### config.mk
export PLATFORM = sky130hd
export DESIGN_NAME = fpa_flash_prefetch_accelerator
export DESIGN_NICKNAME = d
export VERILOG_FILES = /design/src/core/fpa_pkg.sv /design/src/core/fpa_flash_prefetch_accelerator.sv
export SDC_FILE = /design/constraint.sdc
export NUM_CORES = 1
export LEC_CHECK = 0
export ABC_AREA = 1
export BUFFER_PORTS_ARGS = -buffer_cell sky130_fd_sc_hd__buf_2
export CORE_MARGIN = 2
export CORE_UTILIZATION = 34
export DETAILED_ROUTE_END_ITERATION = 8
export SYNTH_ARGS = -nofsm -noshare
export SYNTH_HDL_FRONTEND = slang
export SYNTH_SLANG_ARGS = --single-unit
### constraint.sdc
create_clock -name ref_clk -period 2.2 [get_ports ref_clk]
set_input_delay 0.44 -clock ref_clk [delete_from_list [all_inputs] [get_ports ref_clk]]
set_output_delay 0.44 -clock ref_clk [all_outputs]
set_load 0.02 [all_outputs]
### src/core/fpa_pkg.sv
// package for the flash prefetch accelerator: widths, modes, timing, carriers
package fpa_pkg;
    localparam int LINE_W      = 128;
    localparam int WORD_W      = 32;
    localparam int ADDR_W      = 19;
    localparam int LADDR_W     = 15;
    localparam int LADDR_LSB   = 4;
    localparam int WSEL_LSB    = 2;
    localparam int WSEL_W      = 2;
    localparam int TIM_W       = 3;
    localparam logic [TIM_W-1:0] TIM_RESET = 3'h7;
    localparam logic [TIM_W-1:0] TIM_RSVD  = 3'h0;
    localparam logic [TIM_W-1:0] TIM_ONE   = 3'h1;
    localparam logic [LADDR_W-1:0] LINE_INC = 15'h0001;

    typedef enum logic [1:0]
    {
        FPA_MODE_OFF  = 2'b00,
        FPA_MODE_PART = 2'b01,
        FPA_MODE_FULL = 2'b10,
        FPA_MODE_RSVD = 2'b11
    } fpa_mode_t;

    localparam fpa_mode_t MODE_RESET = FPA_MODE_OFF;

    // one line buffer: valid, line address, contents
    typedef struct packed
    {
        logic               valid;
        logic [LADDR_W-1:0] laddr;
        logic [LINE_W-1:0]  data;
    } fpa_line_t;

    // core request
    typedef struct packed
    {
        logic              req;
        logic              seq;
        logic              prot0;
        logic [ADDR_W-1:0] addr;
    } fpa_req_t;
endpackage

### src/core/fpa_flash_prefetch_accelerator.sv
// flash prefetch accelerator: line buffers, prefetch, stall control
//
// Contract
// - one flash bank, four 128-bit buffers
// - line holds four words; word mux selects
// - protection bit 0 splits instruction/data
// - instruction miss stalls, reads whole line
// - pending prefetch hit waits, no reread
// - prefetch next line after each code line fetch or claim, except with mode off
// - prefetched line kept until claimed or a code miss
// - sequential in-line accesses need no flash in mode 2
// - data miss aborts, then restarts prefetch
// - flash read length is programmable
// - quarter access time means no stalls
// - branch target loads branch-trail buffer
// - branch miss stalls while trail loads
// - address latch incrementer forms next line
// - per-buffer latch, comparator, wait logic
// - two-bit mode field, resets off
// - timing field 1..7, resets to 7
// - mode change invalidates all buffers
// - program/erase invalidates, busy holds core
`timescale 1ns/1ps
module fpa_flash_prefetch_accelerator
(
    // clock and reset
    input  wire logic                        ref_clk,
    input  wire logic                        resetn,
    // configuration
    input  wire logic [1:0]                  accel_mode_ctrl,
    input  wire logic [fpa_pkg::TIM_W-1:0]   fetch_cycle_ctrl,
    // core request and answer
    input  wire fpa_pkg::fpa_req_t           core_req,
    output logic                             core_ready,
    output logic [fpa_pkg::WORD_W-1:0]       core_rdata,
    // flash array
    output logic                             flash_rd,
    output logic [fpa_pkg::LADDR_W-1:0]      flash_laddr,
    input  wire logic [fpa_pkg::LINE_W-1:0]  flash_line,
    input  wire logic                        flash_busy
);
    ////////////////////////////////////////////////////////////////////////////
    typedef enum logic [1:0]
    {
        FPA_ST_IDLE  = 2'b00,
        FPA_ST_FETCH = 2'b01,
        FPA_ST_PREF  = 2'b10
    } fpa_state_t;

    function automatic logic hit(input fpa_pkg::fpa_line_t b, input logic [fpa_pkg::LADDR_W-1:0] la);
        hit = b.valid && (b.laddr == la);
    endfunction

    function automatic logic [fpa_pkg::WORD_W-1:0] pick(input logic [fpa_pkg::LINE_W-1:0] l,
                                                       input logic [fpa_pkg::WSEL_W-1:0] s);
        pick = l[s*fpa_pkg::WORD_W +: fpa_pkg::WORD_W];
    endfunction

    fpa_pkg::fpa_line_t              pf_q, bt_q, dt_q, held_q;
    fpa_state_t                      st_q;
    logic [fpa_pkg::TIM_W-1:0]       cnt_q;
    logic [fpa_pkg::TIM_W-1:0]       tim_q;
    fpa_pkg::fpa_mode_t              mode_q;
    logic                            fetch_data_q, fetch_seq_q, pf_pend_q, busy_q;
    logic [fpa_pkg::LADDR_W-1:0]     pf_addr_q;
    logic [fpa_pkg::LADDR_W-1:0]     req_la;
    logic [fpa_pkg::WSEL_W-1:0]      req_ws;
    logic                            is_instr, use_pf, use_bt, use_dt, use_held, inval, done;
    logic                            pf_wait, any_hit;

    ////////////////////////////////////////////////////////////////////////////
    assign req_la   = core_req.addr[fpa_pkg::ADDR_W-1:fpa_pkg::LADDR_LSB];
    assign req_ws   = core_req.addr[fpa_pkg::LADDR_LSB-1:fpa_pkg::WSEL_LSB];
    assign is_instr = !core_req.prot0;
    // mode 1 buffers sequential code only, mode 2 everything; off uses none
    assign use_pf   = is_instr && (mode_q != fpa_pkg::FPA_MODE_OFF) && hit(pf_q, req_la)
                      && (core_req.seq || mode_q == fpa_pkg::FPA_MODE_FULL);
    assign use_bt   = is_instr && (mode_q == fpa_pkg::FPA_MODE_FULL) && hit(bt_q, req_la);
    assign use_dt   = !is_instr && (mode_q == fpa_pkg::FPA_MODE_FULL) && hit(dt_q, req_la);
    // a finished prefetch is only claimed when the core asks for that line
    assign use_held = is_instr && (mode_q != fpa_pkg::FPA_MODE_OFF) && hit(held_q, req_la);
    assign inval    = (accel_mode_ctrl != mode_q) || (flash_busy && !busy_q);
    assign done     = (st_q != FPA_ST_IDLE) && (cnt_q == tim_q);
    // the line asked for is already on its way from flash: wait, do not reread
    assign pf_wait  = is_instr && pf_pend_q && (pf_addr_q == req_la);
    assign any_hit  = use_pf || use_bt || use_dt || use_held;

    // configuration capture; reserved timing code is ignored
    always_ff @(posedge ref_clk or negedge resetn)
    begin
        if (!resetn)
        begin
            mode_q <= fpa_pkg::MODE_RESET;
            tim_q  <= fpa_pkg::TIM_RESET;
            busy_q <= 1'b0;
        end
        else
        begin
            mode_q <= fpa_pkg::fpa_mode_t'(accel_mode_ctrl);
            if (fetch_cycle_ctrl != fpa_pkg::TIM_RSVD)
                tim_q <= fetch_cycle_ctrl;
            busy_q <= flash_busy;
        end
    end

    ////////////////////////////////////////////////////////////////////////////
    // flash sequencer: one bank, so prefetch and fetch share one slot
    always_ff @(posedge ref_clk or negedge resetn)
    begin
        if (!resetn)
        begin
            st_q         <= FPA_ST_IDLE;
            cnt_q        <= fpa_pkg::TIM_ONE;
            flash_rd     <= 1'b0;
            flash_laddr  <= '0;
            fetch_data_q <= 1'b0;
            fetch_seq_q  <= 1'b0;
            pf_pend_q    <= 1'b0;
            pf_addr_q    <= '0;
        end
        else
        begin
            flash_rd <= 1'b0;
            if (st_q != FPA_ST_IDLE)
                cnt_q <= cnt_q + fpa_pkg::TIM_ONE;
            unique case (st_q)
                FPA_ST_IDLE:
                begin
                    cnt_q <= fpa_pkg::TIM_ONE;
                    if (flash_busy)
                        st_q <= FPA_ST_IDLE;
                    else if (core_req.req && !core_ready && !any_hit && !pf_wait)
                    begin
                        st_q         <= FPA_ST_FETCH;
                        flash_rd     <= 1'b1;
                        flash_laddr  <= req_la;
                        fetch_data_q <= !is_instr;
                        fetch_seq_q  <= core_req.seq;
                        if (is_instr)
                        begin
                            // with acceleration off nothing would ever claim it
                            pf_pend_q <= (mode_q != fpa_pkg::FPA_MODE_OFF);
                            pf_addr_q <= req_la + fpa_pkg::LINE_INC;
                        end
                    end
                    else if (pf_pend_q && mode_q != fpa_pkg::FPA_MODE_OFF && !inval)
                    begin
                        st_q        <= FPA_ST_PREF;
                        flash_rd    <= 1'b1;
                        flash_laddr <= pf_addr_q;
                    end
                end
                FPA_ST_FETCH, FPA_ST_PREF:
                begin
                    if (flash_busy)
                        st_q <= FPA_ST_IDLE;
                    else if (done)
                    begin
                        st_q <= FPA_ST_IDLE;
                        if (st_q == FPA_ST_PREF)
                            pf_pend_q <= 1'b0;
                    end
                    else if (st_q == FPA_ST_PREF && core_req.req && !is_instr && !core_ready && !use_dt)
                    begin
                        // the prefetch stays pending and is issued again afterwards
                        st_q         <= FPA_ST_FETCH;
                        cnt_q        <= fpa_pkg::TIM_ONE;
                        flash_rd     <= 1'b1;
                        flash_laddr  <= req_la;
                        fetch_data_q <= 1'b1;
                        fetch_seq_q  <= core_req.seq;
                    end
                end
                default:
                    st_q <= FPA_ST_IDLE;
            endcase
            // claiming a prefetched line chains the prefetch of the line after it
            if (core_req.req && use_held)
            begin
                pf_pend_q <= 1'b1;
                pf_addr_q <= req_la + fpa_pkg::LINE_INC;
            end
            if (inval)
                pf_pend_q <= 1'b0;
        end
    end

    ////////////////////////////////////////////////////////////////////////////
    // line buffers, each with its own line address latch
    always_ff @(posedge ref_clk or negedge resetn)
    begin
        if (!resetn)
        begin
            pf_q   <= '0;
            bt_q   <= '0;
            dt_q   <= '0;
            held_q <= '0;
        end
        else if (inval)
        begin
            pf_q.valid   <= 1'b0;
            bt_q.valid   <= 1'b0;
            dt_q.valid   <= 1'b0;
            held_q.valid <= 1'b0;
        end
        else
        begin
            if (done && st_q == FPA_ST_PREF)
                held_q <= '{valid: 1'b1, laddr: flash_laddr, data: flash_line};
            else if (core_req.req && is_instr && use_held)
            begin
                pf_q         <= held_q;
                held_q.valid <= 1'b0;
            end
            else if (core_req.req && is_instr && !use_pf && !use_bt && held_q.valid)
                held_q.valid <= 1'b0;
            if (done && st_q == FPA_ST_FETCH)
            begin
                if (fetch_data_q)
                    dt_q <= '{valid: 1'b1, laddr: flash_laddr, data: flash_line};
                else if (fetch_seq_q)
                    pf_q <= '{valid: 1'b1, laddr: flash_laddr, data: flash_line};
                else
                    bt_q <= '{valid: 1'b1, laddr: flash_laddr, data: flash_line};
            end
        end
    end

    ////////////////////////////////////////////////////////////////////////////
    // wait logic: answer one cycle after a pf, bt or dt buffer hit or fetch completion
    always_ff @(posedge ref_clk or negedge resetn)
    begin
        if (!resetn)
        begin
            core_ready <= 1'b0;
            core_rdata <= '0;
        end
        else
        begin
            core_ready <= 1'b0;
            if (core_ready || !core_req.req || flash_busy || inval)
                core_ready <= 1'b0;
            else if (use_dt)
            begin
                core_ready <= 1'b1;
                core_rdata <= pick(dt_q.data, req_ws);
            end
            else if (use_bt)
            begin
                core_ready <= 1'b1;
                core_rdata <= pick(bt_q.data, req_ws);
            end
            else if (use_pf)
            begin
                core_ready <= 1'b1;
                core_rdata <= pick(pf_q.data, req_ws);
            end
            else if (done && st_q == FPA_ST_FETCH && flash_laddr == req_la)
            begin
                core_ready <= 1'b1;
                core_rdata <= pick(flash_line, req_ws);
            end
        end
    end

    ////////////////////////////////////////////////////////////////////////////
    a_busy_holds: assert property (@(posedge ref_clk) disable iff (!resetn)
        flash_busy |=> !core_ready) else $error("answer given while flash busy");
    a_fetch_length: assert property (@(posedge ref_clk) disable iff (!resetn)
        (flash_rd && !flash_busy && tim_q == fpa_pkg::TIM_ONE && $stable(tim_q)) |-> ##1 (st_q == FPA_ST_IDLE || flash_busy))
        else $error("fetch length wrong");
    a_reset_mode: assert property (@(posedge ref_clk) disable iff (!resetn)
        $rose(resetn) |-> mode_q == fpa_pkg::FPA_MODE_OFF) else $error("mode not off");
    a_inval_clear: assert property (@(posedge ref_clk) disable iff (!resetn)
        inval |=> !pf_q.valid && !bt_q.valid && !dt_q.valid) else $error("buffers kept");
    a_miss_reads: assert property (@(posedge ref_clk) disable iff (!resetn)
        flash_rd |-> $past(st_q) != FPA_ST_FETCH) else $error("read during a fetch");
    a_off_nohit: assert property (@(posedge ref_clk) disable iff (!resetn)
        (mode_q == fpa_pkg::FPA_MODE_OFF && st_q == FPA_ST_IDLE && core_req.req && !core_ready && !flash_busy && !inval)
        |=> flash_rd) else $error("no flash read in off mode");
    a_pref_next: assert property (@(posedge ref_clk) disable iff (!resetn)
        (flash_rd && st_q == FPA_ST_FETCH && !fetch_data_q) |-> pf_addr_q == flash_laddr + fpa_pkg::LINE_INC)
        else $error("prefetch address wrong");
    a_ready_pulse: assert property (@(posedge ref_clk) disable iff (!resetn)
        core_ready |=> !core_ready) else $error("ready longer than a cycle");
endmodule

* After elaboration in Yosys (flattened, before gate mapping)
Cells that the tools add are included.
** Word-level totals
- Memory bits (read-only) :: 0
- Bits in latches :: 0
- Memories kept :: 0
- Register bits after elaboration :: 654
- RAM bits :: 0
** Cells by class
- Equality and inequality tests :: 29
- Reductions and logical operators :: 76
- Bitwise gates (word level) :: 4
- Shift operators :: 4
- Order comparisons :: 0
- $mul :: 0
- Divide/modulo/power cells :: 0
- Mux-type cells :: 78
- Add/subtract/negate cells :: 2
** Operators by type and width (number)
- $mux W144 :: 10
- $shiftx A128 B8 Y32 :: 4
- $mux W15 :: 11
- $mux W32 :: 4
- $eq A15 B15 Y1 :: 6
- $mux W1 :: 36
- $logic_and A1 B1 Y1 :: 34
- $ne A4 B4 Y1 const B :: 8
- $pmux W15 S2 :: 1
- $add A15 B1 Y15 const B :: 1
- $reduce_bool A2 Y1 :: 7
- $mux W2 :: 6
- $mux W3 :: 4
- $reduce_and A6 Y1 :: 2
- $reduce_bool A4 Y1 :: 3
- $logic_not A1 Y1 :: 10
- $ne A2 B2 Y1 const B :: 5
- $logic_or A1 B1 Y1 :: 8
- $ne A2 B1 Y1 const B :: 4
- $pmux W1 S2 :: 4
- $reduce_and A2 Y1 :: 4
- $reduce_and A4 Y1 :: 2
- $reduce_and A7 Y1 :: 1
- $pmux W3 S2 :: 1
- 12 further kinds :: 17

* Logic depth before layout (Yosys ltp)
- Depth after elaboration :: 15
- Depth in mapped cells :: 18
- Mapped depth without buffers :: 15

* Worst setup path before layout
OpenSTA, ideal clock, no wires.
- Path type :: register to register
- Start point :: register st_q[0]
- End point :: register pf_q[125] (netlist bit)
- Cell stages (with the launch flop) :: 18
- Slack :: -0.016 ns
- Required time :: 2.070 ns
- Data arrival time :: 2.086 ns
- Period minus slack after synthesis :: 2.216 ns
- Cells stage by stage :: dfrtp_1 > inv_1 > ha_1 > buf_2 > nor3_1 > nand2b_1 > inv_2 > nand2_2 > nor2_2 > nand2_2 > inv_2 > buf_6 > buf_6 > buf_6 > buf_6 > a21oi_1 > o21ai_1 > o21ai_1
** Between the ends
- Longest elaborated chain between the ends :: 7
- Elaborated cells on any way between the ends :: 10
** RTL lines
- start: declaration :: line fpa_flash_prefetch_accelerator.sv:60 : fpa_state_t st_q;
- start signal: assignment :: line fpa_flash_prefetch_accelerator.sv:112 : st_q <= FPA_ST_IDLE;
- start signal: assignment :: line fpa_flash_prefetch_accelerator.sv:131 : st_q <= FPA_ST_IDLE;
- start signal: assignment :: line fpa_flash_prefetch_accelerator.sv:134 : st_q <= FPA_ST_FETCH;
- $reduce_bool A2 Y1 :: line fpa_flash_prefetch_accelerator.sv:83 : assign done = (st_q != FPA_ST_IDLE) && (cnt_q == tim_q);
- $logic_and A1 B1 Y1 :: line fpa_flash_prefetch_accelerator.sv:83
- $logic_and A1 B1 Y1 :: line fpa_flash_prefetch_accelerator.sv:208 : if (done && st_q == FPA_ST_PREF)
- $mux W144 :: line fpa_flash_prefetch_accelerator.sv:208
- $mux W144 :: line fpa_flash_prefetch_accelerator.sv:221 : else if (fetch_seq_q)
- $mux W144 :: line fpa_flash_prefetch_accelerator.sv:219 : if (fetch_data_q)
- $mux W144 (*) :: line fpa_flash_prefetch_accelerator.sv:217 : if (done && st_q == FPA_ST_FETCH)
- end signal: assignment :: line fpa_flash_prefetch_accelerator.sv:212 : pf_q <= held_q;
- end signal: assignment :: line fpa_flash_prefetch_accelerator.sv:222 : pf_q <= '{valid: 1'b1, laddr: flash_laddr, data: flash_line};
- end: declaration :: line fpa_flash_prefetch_accelerator.sv:59 : fpa_pkg::fpa_line_t pf_q, bt_q, dt_q, held_q;
Mark *: on every way between the ends. The rest lies on a longest branch, timed or not.
A chain may end at the register's enable or synchronous reset.

* Final worst setup path
- Start point :: register mode_q[1]
- End point :: register core_rdata[8] (netlist bit)
** Between the ends
- Longest elaborated chain between the ends :: 7
- Elaborated cells on any way between the ends :: 19
** RTL lines
- start: declaration :: line fpa_flash_prefetch_accelerator.sv:63 : fpa_pkg::fpa_mode_t mode_q;
- start signal: assignment :: line fpa_flash_prefetch_accelerator.sv:93 : mode_q <= fpa_pkg::MODE_RESET;
- start signal: assignment :: line fpa_flash_prefetch_accelerator.sv:99 : mode_q <= fpa_pkg::fpa_mode_t'(accel_mode_ctrl);
- $reduce_bool A2 Y1 :: line fpa_flash_prefetch_accelerator.sv:76 : assign use_pf = is_instr && (mode_q != fpa_pkg::FPA_MODE_OFF) && hit(pf_q, req_la)
- $logic_and A1 B1 Y1 (2 in a row) :: line fpa_flash_prefetch_accelerator.sv:76
- $logic_and A1 B1 Y1 :: line fpa_flash_prefetch_accelerator.sv:77 : && (core_req.seq || mode_q == fpa_pkg::FPA_MODE_FULL);
- $mux W32 :: line fpa_flash_prefetch_accelerator.sv:253 : else if (use_pf)
- $mux W32 :: line fpa_flash_prefetch_accelerator.sv:248 : else if (use_bt)
- $mux W32 :: line fpa_flash_prefetch_accelerator.sv:243 : else if (use_dt)
- end signal: assignment :: line fpa_flash_prefetch_accelerator.sv:246 : core_rdata <= pick(dt_q.data, req_ws);
- end signal: assignment :: line fpa_flash_prefetch_accelerator.sv:251 : core_rdata <= pick(bt_q.data, req_ws);
- end signal: assignment :: line fpa_flash_prefetch_accelerator.sv:256 : core_rdata <= pick(pf_q.data, req_ws);
- end: declaration :: line fpa_flash_prefetch_accelerator.sv:35 : output logic [fpa_pkg::WORD_W-1:0] core_rdata,
Several ways; a longest one is shown, not always the timed one.

==> implementation parameters <==
Parameter                              Value

Outcome
  Status    finished, violations left
  Violations in the final reports    setup timing

Synthesis
  Number of distinct library cells after synthesis    51
  Synthesized area    0.0369 sq mm
  Cell count after synthesis    4962
  Share of the synthesized area in the top cell type    44.1%
  Synth area leader    dfrtp_1
  Post-synth EDFFs    0
  Ranking of synthesized cells by area    dfrtp_1, nand2_1, o21ai_0
  Number of synthesis warnings    0
  Synth async-reset ratio    100%
  Proportion of synthesized chip area in sequential cells    44.4%
  Top FF cell, synth    dfrtp_1
  FF+latch count, synth    approximately 650
  Synthesized net count    5126
  Average cell area after synthesis    around 7.4 sq um

Worst setup path
  Origin of the critical flop-to-flop path    mode_q[1]
  Launching element type of the critical path    flop
  Data required time of the worst path    2.75 ns
  Dominant delay contributor by cell family on the critical path    simple AND/OR/NAND/NOR gates
  Crit Path Class    reg2reg
  Most common cell type on the critical path    nand2_1
  Highest fanout seen on the critical path    12
  Critical Path Start    mode_q[1]
  Endpoint kind of the worst setup timing path    flop
  Arrival time at the worst endpoint    3.03 ns
  Max stage delay on crit path    0.43 ns
  Crit path buf inv count    6
  Cells traversed along the worst timing path    inv_2 > nor2_4 > buf_6 > o21ai_2 > nor3_2 > nand2_1 > nor2_4 > nand2_8 > buf_12 > buf_6 > clkbuf_16 > o21ai_1 > inv_1 > nand2_1 > nand3_1 > nand3_1 > nand2_1
  Cell at the slowest stage of the critical path    dfrtp_2

Floorplanning
  Full die area    0.111 sq mm
  Number of rows in the core area    120
  CORE AREA    approximately 0.11 sq mm
  Effective utilization at floorplan    34.4%
  Number of ports placed on the die boundary    207
  Die width    333 um
  Die H    between 300 and 400 um

Drt
  Final WL    ~150000 um
  Pre-antenna DRT Iters    6
  Via/cell ratio    5.39
  Number of routed nets with antenna violations    0
  Post-detailed-route DRC marker count    0
  Detailed-route via count    37430
  DR WL/cell    21.4 um
  Count of routing violations after the opening detailed-route iteration    about 4300

Layout
  Finished layout cell area    around 0.05 sq mm
  Non-filler instance count after layout    6946
  Fill count    10213
  # nets final    between 5000 and 6000
  Area Growth Syn to Fin    35.4%
  Fraction of layout cells with a size suffix above 1    around 27%
  Combined area of the multi-input logic cells    ~0.018 sq mm
  Sequential cell area    0.0164 sq mm

Place
  Total half-perimeter wirelength after legalization and detailed placement    89200 um
  Placed insts    around 6600
  Number of buffer cells added on primary ports    roughly 200
  Routability Congestion    roughly 0.90
  Instance area after placement    0.0424 sq mm

STA
  Setup repair after global routing missed its margin    true
  Worst hold-check slack    0.0433 ns
  Slew at the pin closest to its max-slew limit    0.695 ns
  Setup TNS after final layout    -23.85 ns
  Relative slew margins    53.6%
  Final Max Slew Viols    0
  Peak Freq    0.402 GHz
  Worst setup skew after layout    0.0393 ns
  Final count of negative-setup-slack endpoints    332
  Final Hold Viols    0
  Shortest clock period the worst path allows after layout    2.49 ns
  Tcrit/Tclk final    113%
  Final worst-path setup slack    -0.287 ns

GRT
  Grt ovf    0
  Number of antenna violations at the first check in global routing    5
  Vias in the first global route    34490
  Pin count of the biggest net entering global routing    102
  Global-route wire length before repair    between 200000 and 250000 um
  Overall routing resource usage    24.6%

Pwr
  P_int    about 26000 uW
  Clock Power Share    34.2%
  Switching portion of total power    33.1%
  IR drop worst, VDD    0.555 mV
  Sequential fraction of design power    40.5%
  Sw power    13000 uW
  Power density over cell area    a little under 800 mW/mm^2
  Comb pwr share    25.3%
  Leak pwr    around 0.025 uW

Clock tree
  Clock-pin slew on the worst setup and hold paths    0.06 ns
  Maximum level of the CTS H-tree    3
  CTS tree    yes
  Number of buffers on the longest clock path    3
  CTS Root Buffer Type    clkbuf_16
  Clock buffers created by TritonCTS    78
  Clock Sinks    654
  Clock latency reported for the late side of the worst-skew pair    0.66 ns

Flow run
  Max-capacitance violation count    0

Hold path
  Start point of the worst min-delay path    fetch_cycle_ctrl[2]
  Hold Crit Class    in2reg
power by group through the flow:
stage / combinational (uW) / clock (uW) / sequential [uW]
2_1_floorplan: 5340 / 0 / 15800
3_3_place_gp: 8340 / 0 / 15900
3_5_place_dp: 8570 / 0 / 15900
4_1_cts: 9210 / 13600 / 15800
5_1_grt: 11000 / 14100 / 16200
6_report: 9960 / 13500 / 15900
state kept, by name, summed over array words and instances (netlist names), 2 cells and up:
| signal | count |
|---|---|
| bt_q | 144 |
| cnt_q | 3 |
| core_rdata | 32 |
| dt_q | 144 |
| flash_laddr | 15 |
| held_q | 144 |
| mode_q | 2 |
| pf_addr_q | 15 |
| pf_q | 144 |
| st_q | 2 |
| tim_q | 3 |
tightest hold or removal path, cell delays in order:
cell,delay [ns]
buf_2,0.09
inv_1,0.05
o21ai_0,0.07
metal layers:
metal / GRT usage, % / part of all wire (%)
met1: 34.6 / 42
met3: 3.64 / 9.6
met4: 9.05 / 4.2
met2: 38.2 / 44
met5: 0 / 0.015
cell usage in the layout (no fill, tap or decap), types with 178 or more instances in the layout:
master | synthesis | final
buf_2 | 128 | 204
buf_4 | 26 | 300
dfrtp_1 | 650 | 647
inv_1 | 567 | 563
nand2_1 | 1261 | 1128
nand2_2 | 120 | 223
nand3_1 | 415 | 310
nand4_1 | 178 | 178
o21ai_0 | 545 | 423
o21ai_1 | 372 | 447
Yosys cell counts (4+ instances only):
library cell	number
xor2_1	28
dfstp_2	4
nor2_1	88
buf_2	128
buf_12	12
nand2_2	120
a21oi_1	145
buf_4	26
o21ai_0	545
ha_1	6
nor3_1	19
buf_1	11
nor2_2	7
buf_6	30
nand2_1	1261
nand4_1	178
nand3_1	415
o21ai_2	107
inv_1	567
o21ai_1	372
o211ai_1	4
inv_4	5
or2_1	5
dfrtp_1	650
clkbuf_1	157
inv_2	19
xnor2_1	20
area by class of cell:
type | instances | area share [%]
Clock buffer | 111 | 4.48
Timing Repair Buffer | 799 | 17.8
Sequential cell | 654 | 32.8
Timing Repair inverter | 2 | 0.0401
Tap cell | 1403 | 3.51
Antenna cell | 2 | 0.0100
Clock inverter | 26 | 0.761
Multi-Input combinational cell | 3355 | 36.1
Inverter | 594 | 4.55
what timing repair did:
item | CTS | global route
gates resized for setup | 238 | 466
hold buffers | 4 | 0
endpoints found under the setup margin | 187 | 470
buffers inserted | 71 | 49
hold endpoints to repair | 27 | 0
pin swaps | 54 | 106
gates cloned | 32 | 41
logic make-up after synthesis:
logic type	count (synthesis)	synth area share (%)
buffers and inverters	959	11.6
DFF	654	44.4
adders and majority gates	6	0.203
and+or+nand+nor	2111	25.4
xor gates and xnor gates	49	1.18
AOI/OAI and AO/OA	1183	17.2
final timing paths:
path                       cells past startpoint  slack [ns]             to
max                                           17       -0.29  core_rdata[8]
min                                            3        0.04       tim_q[2]
max reg2reg                                   17       -0.29  core_rdata[8]
min reg2reg                                    2        0.48       dt_q[18]
max in group asynchronous                      3        0.93      pf_q[119]
min in group asynchronous                      2        0.37       pf_q[36]
stage by stage:
step                      utilization (%)  setup slack (ns)  power, uW
after floorplan                         -          0.000387      21100
after global placement               39.5            -0.594      24200
after detailed placement             39.5            -0.591      24500
after CTS                            44.3            -0.164      38600
after global routing                 46.5            -0.348      41300
final                                46.5            -0.287      39400
Note: power is estimated with default switching activity, not from simulation.
